$ cat src/irtc_pkg.sv
// Shared constants of the infrared timer common control block.
package irtc_pkg;

  ////////////////////////////////////////////////////////////////////////////
  // Register offsets on the plain register port.
  localparam logic [2:0] OFF_CARRIER_CTRL = 3'h0;
  localparam logic [2:0] OFF_COMMON_CTRL = 3'h1;
  localparam logic [2:0] OFF_WIDE_CTRL = 3'h2;
  localparam logic [2:0] OFF_SYNC_CTRL = 3'h3;
  localparam logic [2:0] OFF_INT_STATUS = 3'h4;
  localparam logic [2:0] OFF_INT_MASK = 3'h5;

  ////////////////////////////////////////////////////////////////////////////
  // Field positions of the common control, sync control and interrupt registers.
  localparam int BIT_WIDE_INIT = 7;
  localparam int BIT_CARRIER_INIT = 6;
  localparam int OMODE_LSB = 4;
  localparam int LOGIC_LSB = 2;
  localparam int BIT_PIN_SEL = 1;
  localparam int BIT_MODE = 0;
  localparam int BIT_SYNC_EN = 7;
  localparam int INT_FALL = 0;
  localparam int INT_RISE = 1;

  ////////////////////////////////////////////////////////////////////////////
  // Field encodings and reset values.
  localparam logic MODE_TRANSMIT = 1'h0;
  localparam logic MODE_DEMOD = 1'h1;
  localparam logic [1:0] OMODE_NORMAL = 2'h0;
  localparam logic [1:0] OMODE_ALT = 2'h1;
  localparam logic [1:0] OMODE_FORCE0 = 2'h2;
  localparam logic [1:0] OMODE_FORCE1 = 2'h3;
  localparam logic [1:0] FILT_NONE = 2'h0;
  localparam logic [1:0] FILT_4 = 2'h1;
  localparam logic [1:0] FILT_8 = 2'h2;
  localparam logic [1:0] LOGIC_AND = 2'h0;
  localparam logic [1:0] LOGIC_OR = 2'h1;
  localparam logic [1:0] LOGIC_NOR = 2'h2;
  localparam logic [1:0] LOGIC_NAND = 2'h3;
  localparam logic [1:0] EDGE_FALL = 2'h0;
  localparam logic [1:0] EDGE_RISE = 2'h1;
  localparam logic [1:0] EDGE_BOTH = 2'h2;
  localparam logic [7:0] CTRL_RST = 8'h00;
  localparam logic [1:0] INT_RST = 2'h0;

  ////////////////////////////////////////////////////////////////////////////
  // Filter lengths in system clocks.
  localparam logic [3:0] FILT_4_CLKS = 4'h4;
  localparam logic [3:0] FILT_8_CLKS = 4'h8;

endpackage : irtc_pkg

$ cat src/irtc_edge_if.sv
`timescale 1ns/1ps
// Carries demodulator settings to the edge detector and its edge events back.
interface irtc_edge_if;
  logic demod_en;
  logic src_sel;
  logic [1:0] filt_sel;
  logic [1:0] edge_sel;
  logic rise_evt;
  logic fall_evt;

  modport ctl (output demod_en, output src_sel, output filt_sel, output edge_sel,
               input rise_evt, input fall_evt);
  modport det (input demod_en, input src_sel, input filt_sel, input edge_sel,
               output rise_evt, output fall_evt);
endinterface : irtc_edge_if

$ cat src/irtc_edge_det.sv
`timescale 1ns/1ps
// Demodulator input select, noise filter and edge detection.
module irtc_edge_det (
  input wire logic clk,
  input wire logic rst_n,
  input wire logic ce,
  input wire logic port3_pin1,
  input wire logic port2_pin0,
  irtc_edge_if.det intf
);

  typedef struct packed {
    logic lvl;
    logic [3:0] cnt;
    logic rise;
    logic fall;
  } irtc_det_t;

  irtc_det_t st_r;
  irtc_det_t st_nxt;
  logic raw;
  logic [3:0] need;
  logic [3:0] ce_run_r;

  assign raw = intf.src_sel ? port2_pin0 : port3_pin1;

  ////////////////////////////////////////////////////////////////////////////
  // filtered level tracks the pin once it holds for the filter length.
  always_comb
  begin
    st_nxt = st_r;
    st_nxt.rise = 1'h0;
    st_nxt.fall = 1'h0;
    need = (intf.filt_sel == irtc_pkg::FILT_8) ? irtc_pkg::FILT_8_CLKS : irtc_pkg::FILT_4_CLKS;
    if (raw == st_r.lvl)
    begin
      st_nxt.cnt = 4'h0;
    end
    else if (intf.filt_sel == irtc_pkg::FILT_NONE || st_r.cnt + 4'h1 >= need)
    begin
      st_nxt.cnt = 4'h0;
      st_nxt.lvl = raw;
      // edge type selection gates the events.
      if (intf.demod_en)
      begin
        st_nxt.rise = raw && (intf.edge_sel == irtc_pkg::EDGE_RISE ||
                              intf.edge_sel == irtc_pkg::EDGE_BOTH);
        st_nxt.fall = !raw && (intf.edge_sel == irtc_pkg::EDGE_FALL ||
                               intf.edge_sel == irtc_pkg::EDGE_BOTH);
      end
    end
    else
    begin
      st_nxt.cnt = st_r.cnt + 4'h1;
    end
  end

  // State register, frozen while the clock enable is low; the enable run count ce_run_r clears then.
  always_ff @(posedge clk or negedge rst_n)
  begin
    if (!rst_n)
    begin
      st_r <= '0;
      ce_run_r <= 4'h0;
    end
    else
    begin
      ce_run_r <= !ce ? 4'h0 : (ce_run_r == 4'hF ? ce_run_r : ce_run_r + 4'h1);
      if (ce)
      begin
        st_r <= st_nxt;
      end
    end
  end

  assign intf.rise_evt = st_r.rise;
  assign intf.fall_evt = st_r.fall;
endmodule : irtc_edge_det

$ cat src/irtc_top.sv
// Decided for this implementation: the address-and-strobe port.
`timescale 1ns/1ps
// Contract
// - Mode bit selects transmit at 0, demodulation at 1; transmit after reset.
// - Transmit mode: one bit sets the wide timer output start level.
// - Transmit mode: another bit sets the carrier timer output start level.
// - Demodulation mode: wide level bit reads falling edge flag; write 1 clears.
// - Demodulation mode: carrier level bit reads rising edge flag; write 1 clears.
// - Field selects normal, alternating, force 0, force 1; or filter none/4/8.
// - Field selects AND, OR, NOR, NAND; or falling, rising, both edges.
// - Transmit mode: pin select drives port pin with combined output.
// - Demodulation mode: pin select picks port 3 or port 2 input.
// - Sync mode aligns first carrier pulse to wide timer output.
// - Double-default fields reset only on reset, kept over stop recovery.
module irtc_top #(
  parameter int ADDR_W = 3
) (
  input wire logic clk,
  input wire logic rst_n,
  input wire logic ce,
  input wire logic [ADDR_W-1:0] addr,
  input wire logic [7:0] wdata,
  input wire logic wr_en,
  input wire logic rd_en,
  output logic [7:0] rdata,
  output logic irq,
  input wire logic stop_recover,
  input wire logic wide_timer_output,
  input wire logic carrier_timer_output,
  input wire logic port3_pin1,
  input wire logic port2_pin0,
  input wire logic port3_pin6_port_data,
  output logic port3_pin6,
  output logic combined_timer_output,
  output logic demod_mode,
  output logic wide_init_level,
  output logic carrier_init_level,
  output logic alternating_timer_mode,
  output logic wide_force_en,
  output logic wide_force_level,
  output logic carrier_sync_restart,
  output logic [7:0] carrier_timer_control,
  output logic [7:0] wide_timer_control,
  output logic [7:0] timer_sync_control
);

  if (ADDR_W < 3 || ADDR_W > 8)
  begin : g_bad_addr
    $error("ADDR_W must lie between 3 and 8.");
  end

  typedef struct packed {
    logic mode;
    logic wide_init;
    logic carrier_init;
    logic [1:0] omode;
    logic [1:0] logic_sel;
    logic pin_sel;
    logic fall_flag;
    logic rise_flag;
    logic [7:0] carrier_ctrl;
    logic [7:0] wide_ctrl;
    logic [7:0] sync_ctrl;
    logic [1:0] int_stat;
    logic [1:0] int_mask;
    logic [7:0] rdata;
    logic irq;
    logic pin_out;
    logic comb_out;
    logic wide_prev;
    logic restart;
    logic alt;
    logic force_en;
    logic force_lvl;
  } irtc_regs_t;

  irtc_regs_t st_r;
  irtc_regs_t st_nxt;
  irtc_edge_if edge_bus ();
  logic [2:0] reg_addr;
  logic tx_mode;
  logic wide_eff;
  logic comb;
  logic [7:0] common_rd;

  assign reg_addr = addr[2:0];
  assign tx_mode = (st_r.mode == irtc_pkg::MODE_TRANSMIT);

  ////////////////////////////////////////////////////////////////////////////
  // Edge detector and the settings it takes from the common control register.

  // filter field feeds the detector in demodulation mode.
  assign edge_bus.demod_en = (st_r.mode == irtc_pkg::MODE_DEMOD);
  assign edge_bus.src_sel = st_r.pin_sel;
  assign edge_bus.filt_sel = st_r.omode;
  assign edge_bus.edge_sel = st_r.logic_sel;

  irtc_edge_det u_edge (
    .clk(clk),
    .rst_n(rst_n),
    .ce(ce),
    .port3_pin1(port3_pin1),
    .port2_pin0(port2_pin0),
    .intf(edge_bus)
  );

  ////////////////////////////////////////////////////////////////////////////
  // Transmit output path.

  // forced levels override the wide timer output in transmit mode.
  always_comb
  begin
    wide_eff = wide_timer_output;
    if (tx_mode && st_r.omode == irtc_pkg::OMODE_FORCE0)
    begin
      wide_eff = 1'h0;
    end
    else if (tx_mode && st_r.omode == irtc_pkg::OMODE_FORCE1)
    begin
      wide_eff = 1'h1;
    end
  end

  // combining logic of the two timer outputs.
  always_comb
  begin
    case (st_r.logic_sel)
      irtc_pkg::LOGIC_AND: comb = wide_eff & carrier_timer_output;
      irtc_pkg::LOGIC_OR: comb = wide_eff | carrier_timer_output;
      irtc_pkg::LOGIC_NOR: comb = ~(wide_eff | carrier_timer_output);
      irtc_pkg::LOGIC_NAND: comb = ~(wide_eff & carrier_timer_output);
      default: comb = 1'h0;
    endcase
  end

  // Read view of the common control register; bits 7 and 6 depend on the mode.
  always_comb
  begin
    common_rd = 8'h00;
    // falling edge flag shows in place of the wide start level.
    common_rd[irtc_pkg::BIT_WIDE_INIT] = tx_mode ? st_r.wide_init : st_r.fall_flag;
    // rising edge flag shows in place of the carrier start level.
    common_rd[irtc_pkg::BIT_CARRIER_INIT] = tx_mode ? st_r.carrier_init : st_r.rise_flag;
    common_rd[irtc_pkg::OMODE_LSB +: 2] = st_r.omode;
    common_rd[irtc_pkg::LOGIC_LSB +: 2] = st_r.logic_sel;
    common_rd[irtc_pkg::BIT_PIN_SEL] = st_r.pin_sel;
    common_rd[irtc_pkg::BIT_MODE] = st_r.mode;
  end

  ////////////////////////////////////////////////////////////////////////////
  // Next state: register port, stop recovery, flags and registered outputs.
  always_comb
  begin
    st_nxt = st_r;
    st_nxt.rdata = 8'h00;
    st_nxt.restart = 1'h0;
    if (stop_recover)
    begin
      // stop recovery restores single-default fields; logic select is kept.
      st_nxt.mode = irtc_pkg::MODE_TRANSMIT;
      st_nxt.wide_init = 1'h0;
      st_nxt.carrier_init = 1'h0;
      st_nxt.omode = irtc_pkg::OMODE_NORMAL;
      st_nxt.pin_sel = 1'h0;
      st_nxt.fall_flag = 1'h0;
      st_nxt.rise_flag = 1'h0;
    end
    else if (wr_en)
    begin
      case (reg_addr)
        irtc_pkg::OFF_CARRIER_CTRL: st_nxt.carrier_ctrl = wdata;
        irtc_pkg::OFF_WIDE_CTRL: st_nxt.wide_ctrl = wdata;
        irtc_pkg::OFF_SYNC_CTRL: st_nxt.sync_ctrl = wdata;
        irtc_pkg::OFF_INT_MASK: st_nxt.int_mask = wdata[1:0];
        irtc_pkg::OFF_COMMON_CTRL:
        begin
          // mode bit; the shared fields change meaning with it.
          st_nxt.mode = wdata[irtc_pkg::BIT_MODE];
          st_nxt.omode = wdata[irtc_pkg::OMODE_LSB +: 2];
          st_nxt.logic_sel = wdata[irtc_pkg::LOGIC_LSB +: 2];
          st_nxt.pin_sel = wdata[irtc_pkg::BIT_PIN_SEL];
          if (tx_mode)
          begin
            st_nxt.wide_init = wdata[irtc_pkg::BIT_WIDE_INIT];
            st_nxt.carrier_init = wdata[irtc_pkg::BIT_CARRIER_INIT];
          end
          else
          begin
            // writing 1 clears the falling edge flag, 0 leaves it.
            if (wdata[irtc_pkg::BIT_WIDE_INIT])
            begin
              st_nxt.fall_flag = 1'h0;
            end
            // writing 1 clears the rising edge flag, 0 leaves it.
            if (wdata[irtc_pkg::BIT_CARRIER_INIT])
            begin
              st_nxt.rise_flag = 1'h0;
            end
          end
        end
        default: st_nxt.int_mask = st_r.int_mask;
      endcase
    end
    // Read data stands for one cycle only; a status read clears the status.
    if (rd_en)
    begin
      case (reg_addr)
        irtc_pkg::OFF_CARRIER_CTRL: st_nxt.rdata = st_r.carrier_ctrl;
        irtc_pkg::OFF_COMMON_CTRL: st_nxt.rdata = common_rd;
        irtc_pkg::OFF_WIDE_CTRL: st_nxt.rdata = st_r.wide_ctrl;
        irtc_pkg::OFF_SYNC_CTRL: st_nxt.rdata = st_r.sync_ctrl;
        irtc_pkg::OFF_INT_STATUS:
        begin
          st_nxt.rdata = {6'h00, st_r.int_stat};
          st_nxt.int_stat = irtc_pkg::INT_RST;
        end
        irtc_pkg::OFF_INT_MASK: st_nxt.rdata = {6'h00, st_r.int_mask};
        default: st_nxt.rdata = 8'h00;
      endcase
    end
    // edge events set the flags after any clear, so a set wins.
    if (edge_bus.fall_evt)
    begin
      st_nxt.fall_flag = 1'h1;
      st_nxt.int_stat[irtc_pkg::INT_FALL] = 1'h1;
    end
    if (edge_bus.rise_evt)
    begin
      st_nxt.rise_flag = 1'h1;
      st_nxt.int_stat[irtc_pkg::INT_RISE] = 1'h1;
    end
    st_nxt.irq = |(st_nxt.int_stat & st_nxt.int_mask);
    // port pin carries the combined output or the ordinary port data.
    st_nxt.comb_out = comb;
    st_nxt.pin_out = (tx_mode && st_r.pin_sel) ? comb : port3_pin6_port_data;
    // transmit output mode decode for the wide timer.
    st_nxt.alt = tx_mode && st_r.omode == irtc_pkg::OMODE_ALT;
    st_nxt.force_en = tx_mode && st_r.omode[1];
    st_nxt.force_lvl = st_r.omode[0];
    // restart the carrier on each rising edge of the wide output while sync is on in transmit mode.
    st_nxt.wide_prev = wide_timer_output;
    st_nxt.restart = tx_mode && st_r.sync_ctrl[irtc_pkg::BIT_SYNC_EN] &&
                     wide_timer_output && !st_r.wide_prev;
  end

  ////////////////////////////////////////////////////////////////////////////
  // State register, frozen while the clock enable is low.
  always_ff @(posedge clk or negedge rst_n)
  begin
    if (!rst_n)
    begin
      // every field, double-default ones included, clears on reset.
      st_r <= '0;
    end
    else if (ce)
    begin
      st_r <= st_nxt;
    end
  end

  // Outputs taken straight from the state register.
  assign rdata = st_r.rdata;
  assign irq = st_r.irq;
  assign port3_pin6 = st_r.pin_out;
  assign combined_timer_output = st_r.comb_out;
  assign demod_mode = st_r.mode;
  assign wide_init_level = st_r.wide_init;
  assign carrier_init_level = st_r.carrier_init;
  assign alternating_timer_mode = st_r.alt;
  assign wide_force_en = st_r.force_en;
  assign wide_force_level = st_r.force_lvl;
  assign carrier_sync_restart = st_r.restart;
  assign carrier_timer_control = st_r.carrier_ctrl;
  assign wide_timer_control = st_r.wide_ctrl;
  assign timer_sync_control = st_r.sync_ctrl;
endmodule : irtc_top

$ cat config.mk
export PLATFORM = sky130hd
export DESIGN_NAME = irtc_top
export DESIGN_NICKNAME = d
export VERILOG_FILES = /design/src/irtc_pkg.sv /design/src/irtc_edge_if.sv /design/src/irtc_edge_det.sv /design/src/irtc_top.sv
export SDC_FILE = /design/constraint.sdc
export NUM_CORES = 1
export LEC_CHECK = 0
export ABC_AREA = 1
export CAP_MARGIN = 20
export CORE_ASPECT_RATIO = 0.5
export CORE_MARGIN = 2
export CORE_UTILIZATION = 59
export CTS_BUF_LIST = sky130_fd_sc_hd__clkbuf_8
export DETAILED_ROUTE_END_ITERATION = 12
export DONT_BUFFER_PORTS = 1
export HOLD_SLACK_MARGIN = 0.1
export PLACE_DENSITY_LB_ADDON = 0.08
export SLEW_MARGIN = 0
export SYNTH_ARGS = -nofsm -noshare
export SYNTH_HDL_FRONTEND = slang
export SYNTH_SLANG_ARGS = --single-unit
$ cat constraint.sdc
create_clock -name clk -period 1.8 [get_ports clk]
set_clock_uncertainty 0.1 [all_clocks]
set_input_delay 0 -clock clk [delete_from_list [all_inputs] [get_ports clk]]
set_output_delay 0 -clock clk [all_outputs]
set_load 0.01 [all_outputs]
# Yosys cells after proc, flatten, opt, wreduce, memory -nomap -nowiden
# Index checks and enable logic that the tools add are counted.
[word_totals]
n_memories = 0
mem_bits_ro = 0
ram_bits = 0
ff_bits = 61
word_cells = 122
inputBits = 22
latchBits = 0
out_inout_bits = 42
[op_classes]
bitwise = 8
order_cmp = 1
muxes = 35
n_div = 0
shifts = 0
n_eq_ne = 13
n_reduce_logical = 38
n_addsub = 1
multipliers = 0
[ops]
columns = ["operator", "n"]
rows = [
  ["case mux 8 bit (6 select lines)", 1],
  ["two-way mux 34 bit", 1],
  ["two-way mux 8 bit", 4],
  ["nonzero test 3 bit", 8],
  ["two-way mux 2 bit", 10],
  ["AND reduction 4 bit", 5],
  ["two-way mux 1 bit", 12],
  ["two-way mux 4 bit", 3],
  ["logical AND 1 bit", 10],
  ["two-way mux 10 bit", 1],
  ["AND reduction 5 bit", 2],
  ["== test 2 bit, second input constant", 4],
  ["== test 3 x 2 -> 1 bit, second input constant", 2],
  ["== test 3 bit, second input constant", 2],
  ["AND reduction 3 bit", 2],
  ["two-way mux 5 bit", 1],
  ["inverter 1 bit", 5],
  ["adder 4 x 1 -> 4 bit, second input constant", 1],
  ["== test 2 x 1 -> 1 bit, second input constant", 2],
  ["greater-or-equal comparator 4 bit", 1],
  ["logical NOT 2 bit", 2],
  ["case mux 1 bit (4 select lines)", 1],
  ["nonzero test 2 bit", 2],
  ["== test 3 x 1 -> 1 bit, second input constant", 1],
  ["other kinds (10)", 13],
]

# Depth between registers and ports, before layout
[depth]
ltp_word = 8
mapped_depth = 12
mapped_depth_nobuf = 11

# Hierarchy
# Synthesis repeated with hierarchy kept, for this count alone.
[unflattened]
hier_cells = 424
area_unflattened_um2 = 3475.8
[modules_own_cells]
columns = ["mod", "instances", "cells_per_inst", "area_each_um2", "seq_area_each_um2"]
rows = [
  ["irtc_top", 1, 357, 2956.6, 1351.3],
  ["irtc_edge_det", 1, 67, 519.2, 175.2],
]

# Worst setup path before layout
# No wires, ideal clock.
[synth_path]
path_kind = "register -> register"
start = "reg u_edge.st_r[2] in the netlist's numbering"
end = "reg u_edge.st_r (netlist bit u_edge.intf.rise_evt)"
setup_time_ns = 0.082
path_buffers = 0
slack_ns = -0.020
path_stages_with_launch = 12
required_ns = 1.618
period_less_slack_ns = 1.820
t_arrival_ns = 1.637
path_cell_list = "dfrtp_1 -> ha_1 -> xnor2_1 -> ha_1 -> nand2_1 -> nand2_1 -> nand2_1 -> nand2_1 -> inv_1 -> nor3_1 -> nand2_1 -> o22ai_1"
[synth_between]
elab_chain_cells = 5
[synth_lines]
columns = ["element", "line_no", "text"]
rows = [
  ["start, declared", "irtc_edge_det.sv:19", "irtc_det_t st_r;"],
  ["start signal, assigned", "irtc_edge_det.sv:71", "st_r <= st_nxt;"],
  ["adder 4 x 1 -> 4 bit", "irtc_edge_det.sv:39", "else if (intf.filt_sel == irtc_pkg::FILT_NONE || st_r.cnt + 4'h1 >= need)"],
  ["greater-or-equal comparator 4 bit", "irtc_edge_det.sv:39", ""],
  ["logical OR 1 bit", "irtc_edge_det.sv:39", ""],
  ["two-way mux 2 bit", "irtc_edge_det.sv:39", ""],
  ["two-way mux 2 bit", "irtc_edge_det.sv:35", "if (raw == st_r.lvl)"],
]
# Every way passes these cells.
# A chain may end at the register's enable or synchronous reset.

# Final worst setup path
[layout_path]
start = "reg u_edge.st_r[3] in the netlist's numbering"
end = "reg u_edge.st_r[3] in the netlist's numbering"
[layout_between]
elab_chain_cells = 5
[layout_lines]
columns = ["element", "line_no"]
rows = [
  ["adder 4 x 1 -> 4 bit (*)", "irtc_edge_det.sv:39, irtc_edge_det.sv:54"],
  ["greater-or-equal comparator 4 bit", "irtc_edge_det.sv:39"],
  ["logical OR 1 bit", "irtc_edge_det.sv:39"],
  ["two-way mux 4 bit (*)", "irtc_edge_det.sv:39"],
  ["two-way mux 4 bit (*)", "irtc_edge_det.sv:35"],
]
# Mark *: on every way between the ends. The rest lies on a longest branch, timed or not.

==> out/metrics.yaml <==
outcome: "complete, but fails checks"
failed_checks: "negative hold slack, negative setup slack"
hold_violations: 14
hold_depth: 1
rsz0062_at_grt: "yes"
synth_compound_area_share_pct: 13.4
drtIter0Drc: 262
min_to: "u_edge.st_r[5]"
critPathLaunchType: "flip-flop"
cp.arrival_ns: 2.04
dpl.cell_count: 424
start_util_pct: 63.3
antenna_found_initial: 1
crit_type: "flip-flop to flip-flop"
drcViolationCount: 0
synthesis.nets: 420
cts.sinks: 61
setup_viol: 6
ir_drop_mv: 0.525
clk_pin_slew_ns: 0.07
synthMuxAreaShare_pct: 0
finalNetCount: 444
crit_chain: "ha_2 > xnor2_2 > ha_1 > nand2_1 > nand2_1 > nand2_1 > nand2_1 > inv_2 > nand4_1 > o21ai_1"
drtAntennaViolNets: 0
min-delay-start: "ce"
comb_power_share_pct: 15.3
syn_inst: 390
syn_area_per_cell_um2: 8.26
cap_violations: 0
fin_cells: 490
ios: 64
numCtsBuffers: 9
crit_slowest_cell: "dfrtp_1"
swShare_pct: 32.7
gp_congestion: 0.876
p_total_mw: 3.41
viasPerCell: 5.61
dieArea_mm2: 0.00611
netlist_area_mm2: 0.00322
grt_max_degree: 62
clkLatencyLatePin_ns: 0.35
synth_top_family_by_area: "simple AND/OR/NAND/NOR gates"
fmax_mhz: 534
clkPwrFrac_pct: 33.4
yosysSeqAreaShare_pct: 47.4
n_fill_cell: 362
fin_crit_sh_pct: 104
pwr-share-seq_pct: 51.4
post-place-ws_ns: -0.0499
total_leakage_power_nw: 1.78
first_pass_iters: 5
final.setup.worst_slack_ns: -0.0724
synthXorXnorAreaFrac_pct: 0.543
grt_use_total_pct: 30.6
core_area_mm2: 0.00509
crit_family: "adder cells"
pwr_density_cell_mw_per_mm2: 903
synthDistinctLibCells: 33
wl_per_cell_um: 17.4
yosysWarnings: 0
synthAdderAreaFrac_pct: 3.11
critPathBufInv: 1
dieHeight_um: 56.3
hp-class: "primary input to flip-flop"
min_period_ns: 1.87
port_buffers: 0
finalWirelength_mm: 8.51
r2r-start: "u_edge.st_r[3]"
reg2reg_depth: 10
num_vias: 2749
synth_seq_cells: 61
htreeDepth: 3
cpPeakStageDelay_ns: 0.40
tightest_slew_ns: 0.795
cp.required_ns: 1.97
critPathMaxFanout: 4
rows: 18
cts_tree: "yes"
crit_path_frequent_cell: "nand2_1"
root_buffer: "clkbuf_8"
timing.rr.end: "u_edge.st_r[3]"
slew_headroom_pct: 46.8
first_global_vias: 2573
end_kind: "flip-flop"
fp.dieW_um: 109
p_sw_mw: 1.12
area_growth_pct: 17.4
synth_simple_gate_area_share_pct: 21.8
finish.utilization_pct: 74.3
hold_slack_ns: -0.348
layout-drive-gt1-share_pct: 12.2
slew_viol_final: 0
p_int_mw: 2.30
grt_pass1_wl_mm: 13.8
clk_path_buf_depth: 2
hpwl_mm: 5.35
grt_overflow: 0
r2r_slack_ns: -0.07
per-layer routing:
metal | GRT usage [%] | wire, um | part of all wire, %
met5 | 0 | 0 | 0
met3 | 11.0 | 832 | 9.8
met1 | 45.2 | 3830 | 45
met2 | 42.5 | 3690 | 43
met4 | 8.06 | 162 | 1.9
stage by stage:
step / TNS (ns) / instance area, um^2
detailed placement: -0.182 / 3050
finish: -0.320 / 3780
floorplan: 0 / 3230
global placement: 0 / 3050
CTS: -0.0903 / 3740
global route: -1.05 / 3780
worst max path at each step:
| stage | start | to | slack (ns) | depth (start not counted) |
|---|---|---|---|---|
| floorplan | u_edge.st_r[2] | u_edge.intf.rise_evt | 0.04 | 11 |
| finish | u_edge.st_r[3] | u_edge.st_r[3] | -0.07 | 10 |
| detailed placement | u_edge.st_r[3] | u_edge.st_r[4] | -0.05 | 10 |
| global placement | u_edge.st_r[2] | u_edge.st_r[2] | 0.03 | 10 |
| CTS | u_edge.st_r[3] | u_edge.intf.rise_evt | -0.03 | 11 |
| global route | u_edge.st_r[3] | u_edge.st_r[3] | -0.20 | 10 |
worst reg2reg max path: stages, from the launching register on:
cell and delay [ns]:
dfrtp_1 0.40, ha_2 0.21, xnor2_2 0.14, ha_1 0.28, nand2_1 0.06, nand2_1 0.05, nand2_1 0.05, nand2_1 0.06
inv_2 0.08, nand4_1 0.19, o21ai_1 0.18
power by group through the flow:
stage               combinational [mW]  sequential [mW]  clock [mW]
floorplan                        0.516             1.66           0
finish                           0.521             1.75        1.14
detailed placement               0.376             1.78           0
global route                     0.588             1.78        1.24
global placement                 0.365             1.77           0
CTS                              0.496             1.75        1.16
cell type report:
cell class / count / area (um^2) / share of cell area, %
antenna: 1 / 2.50 / 0.0662
clock buffer: 10 / 138 / 3.64
clock inverter: 6 / 46.3 / 1.22
inverter: 38 / 145 / 3.84
multi-input combinational: 251 / 1300 / 34.3
sequential: 61 / 1530 / 40.4
tap: 70 / 87.6 / 2.32
timing repair buffer: 53 / 538 / 14.2
placed cells by master, fill, tap and decap left out, types with 6 or more instances in the layout:
master	count
nand2_1	133
dfrtp_1	59
dlygate4sd3_1	46
inv_1	29
o21ai_0	28
o21ai_1	23
clkbuf_8	10
nand3_1	9
nor2_1	9
inv_2	8
ha_1	7
o2111ai_1	6
flip-flops by register name, summed over array words and instances, names as in the netlist, 2 cells and up:
| register | cells |
|---|---|
| carrier_timer_control | 8 |
| rdata | 8 |
| timer_sync_control | 8 |
| wide_timer_control | 8 |
| st_r | 7 |
| u_edge.st_r | 5 |
| edge_bus.edge_sel | 2 |
| edge_bus.filt_sel | 2 |
Yosys cell counts, drive strengths merged:
cell / instances / area, um^2
a21oi: 5 / 36.3
a22o: 2 / 17.5
a31oi: 1 / 6.26
buf: 39 / 294
clkbuf: 1 / 3.75
dfrtp: 61 / 1530
ha: 8 / 100
inv: 38 / 145
nand2: 137 / 534
nand3: 12 / 77.6
nand4: 4 / 25.0
nor2: 11 / 51.3
nor3: 3 / 15.0
o2111ai: 6 / 52.6
o21ai: 54 / 282
o22ai: 5 / 31.3
o31ai: 1 / 7.51
xnor2: 1 / 8.76
xor2: 1 / 8.76
cell families after synthesis:
family,count (synthesis)
compound gates,74
xor+xnor,2
fa+ha+maj,8
buf+inv,78
flops,61
simple gates,167
timing repair:
item                                    CTS  global route
pin swaps                                 4             5
hold buffers                             48             2
buffers inserted                          0             1
endpoints found under the setup margin    6            18
gates resized for setup                   6             8
endpoints found under the hold margin   122            18
No activity file was read; power rests on OpenSTA's default activity.
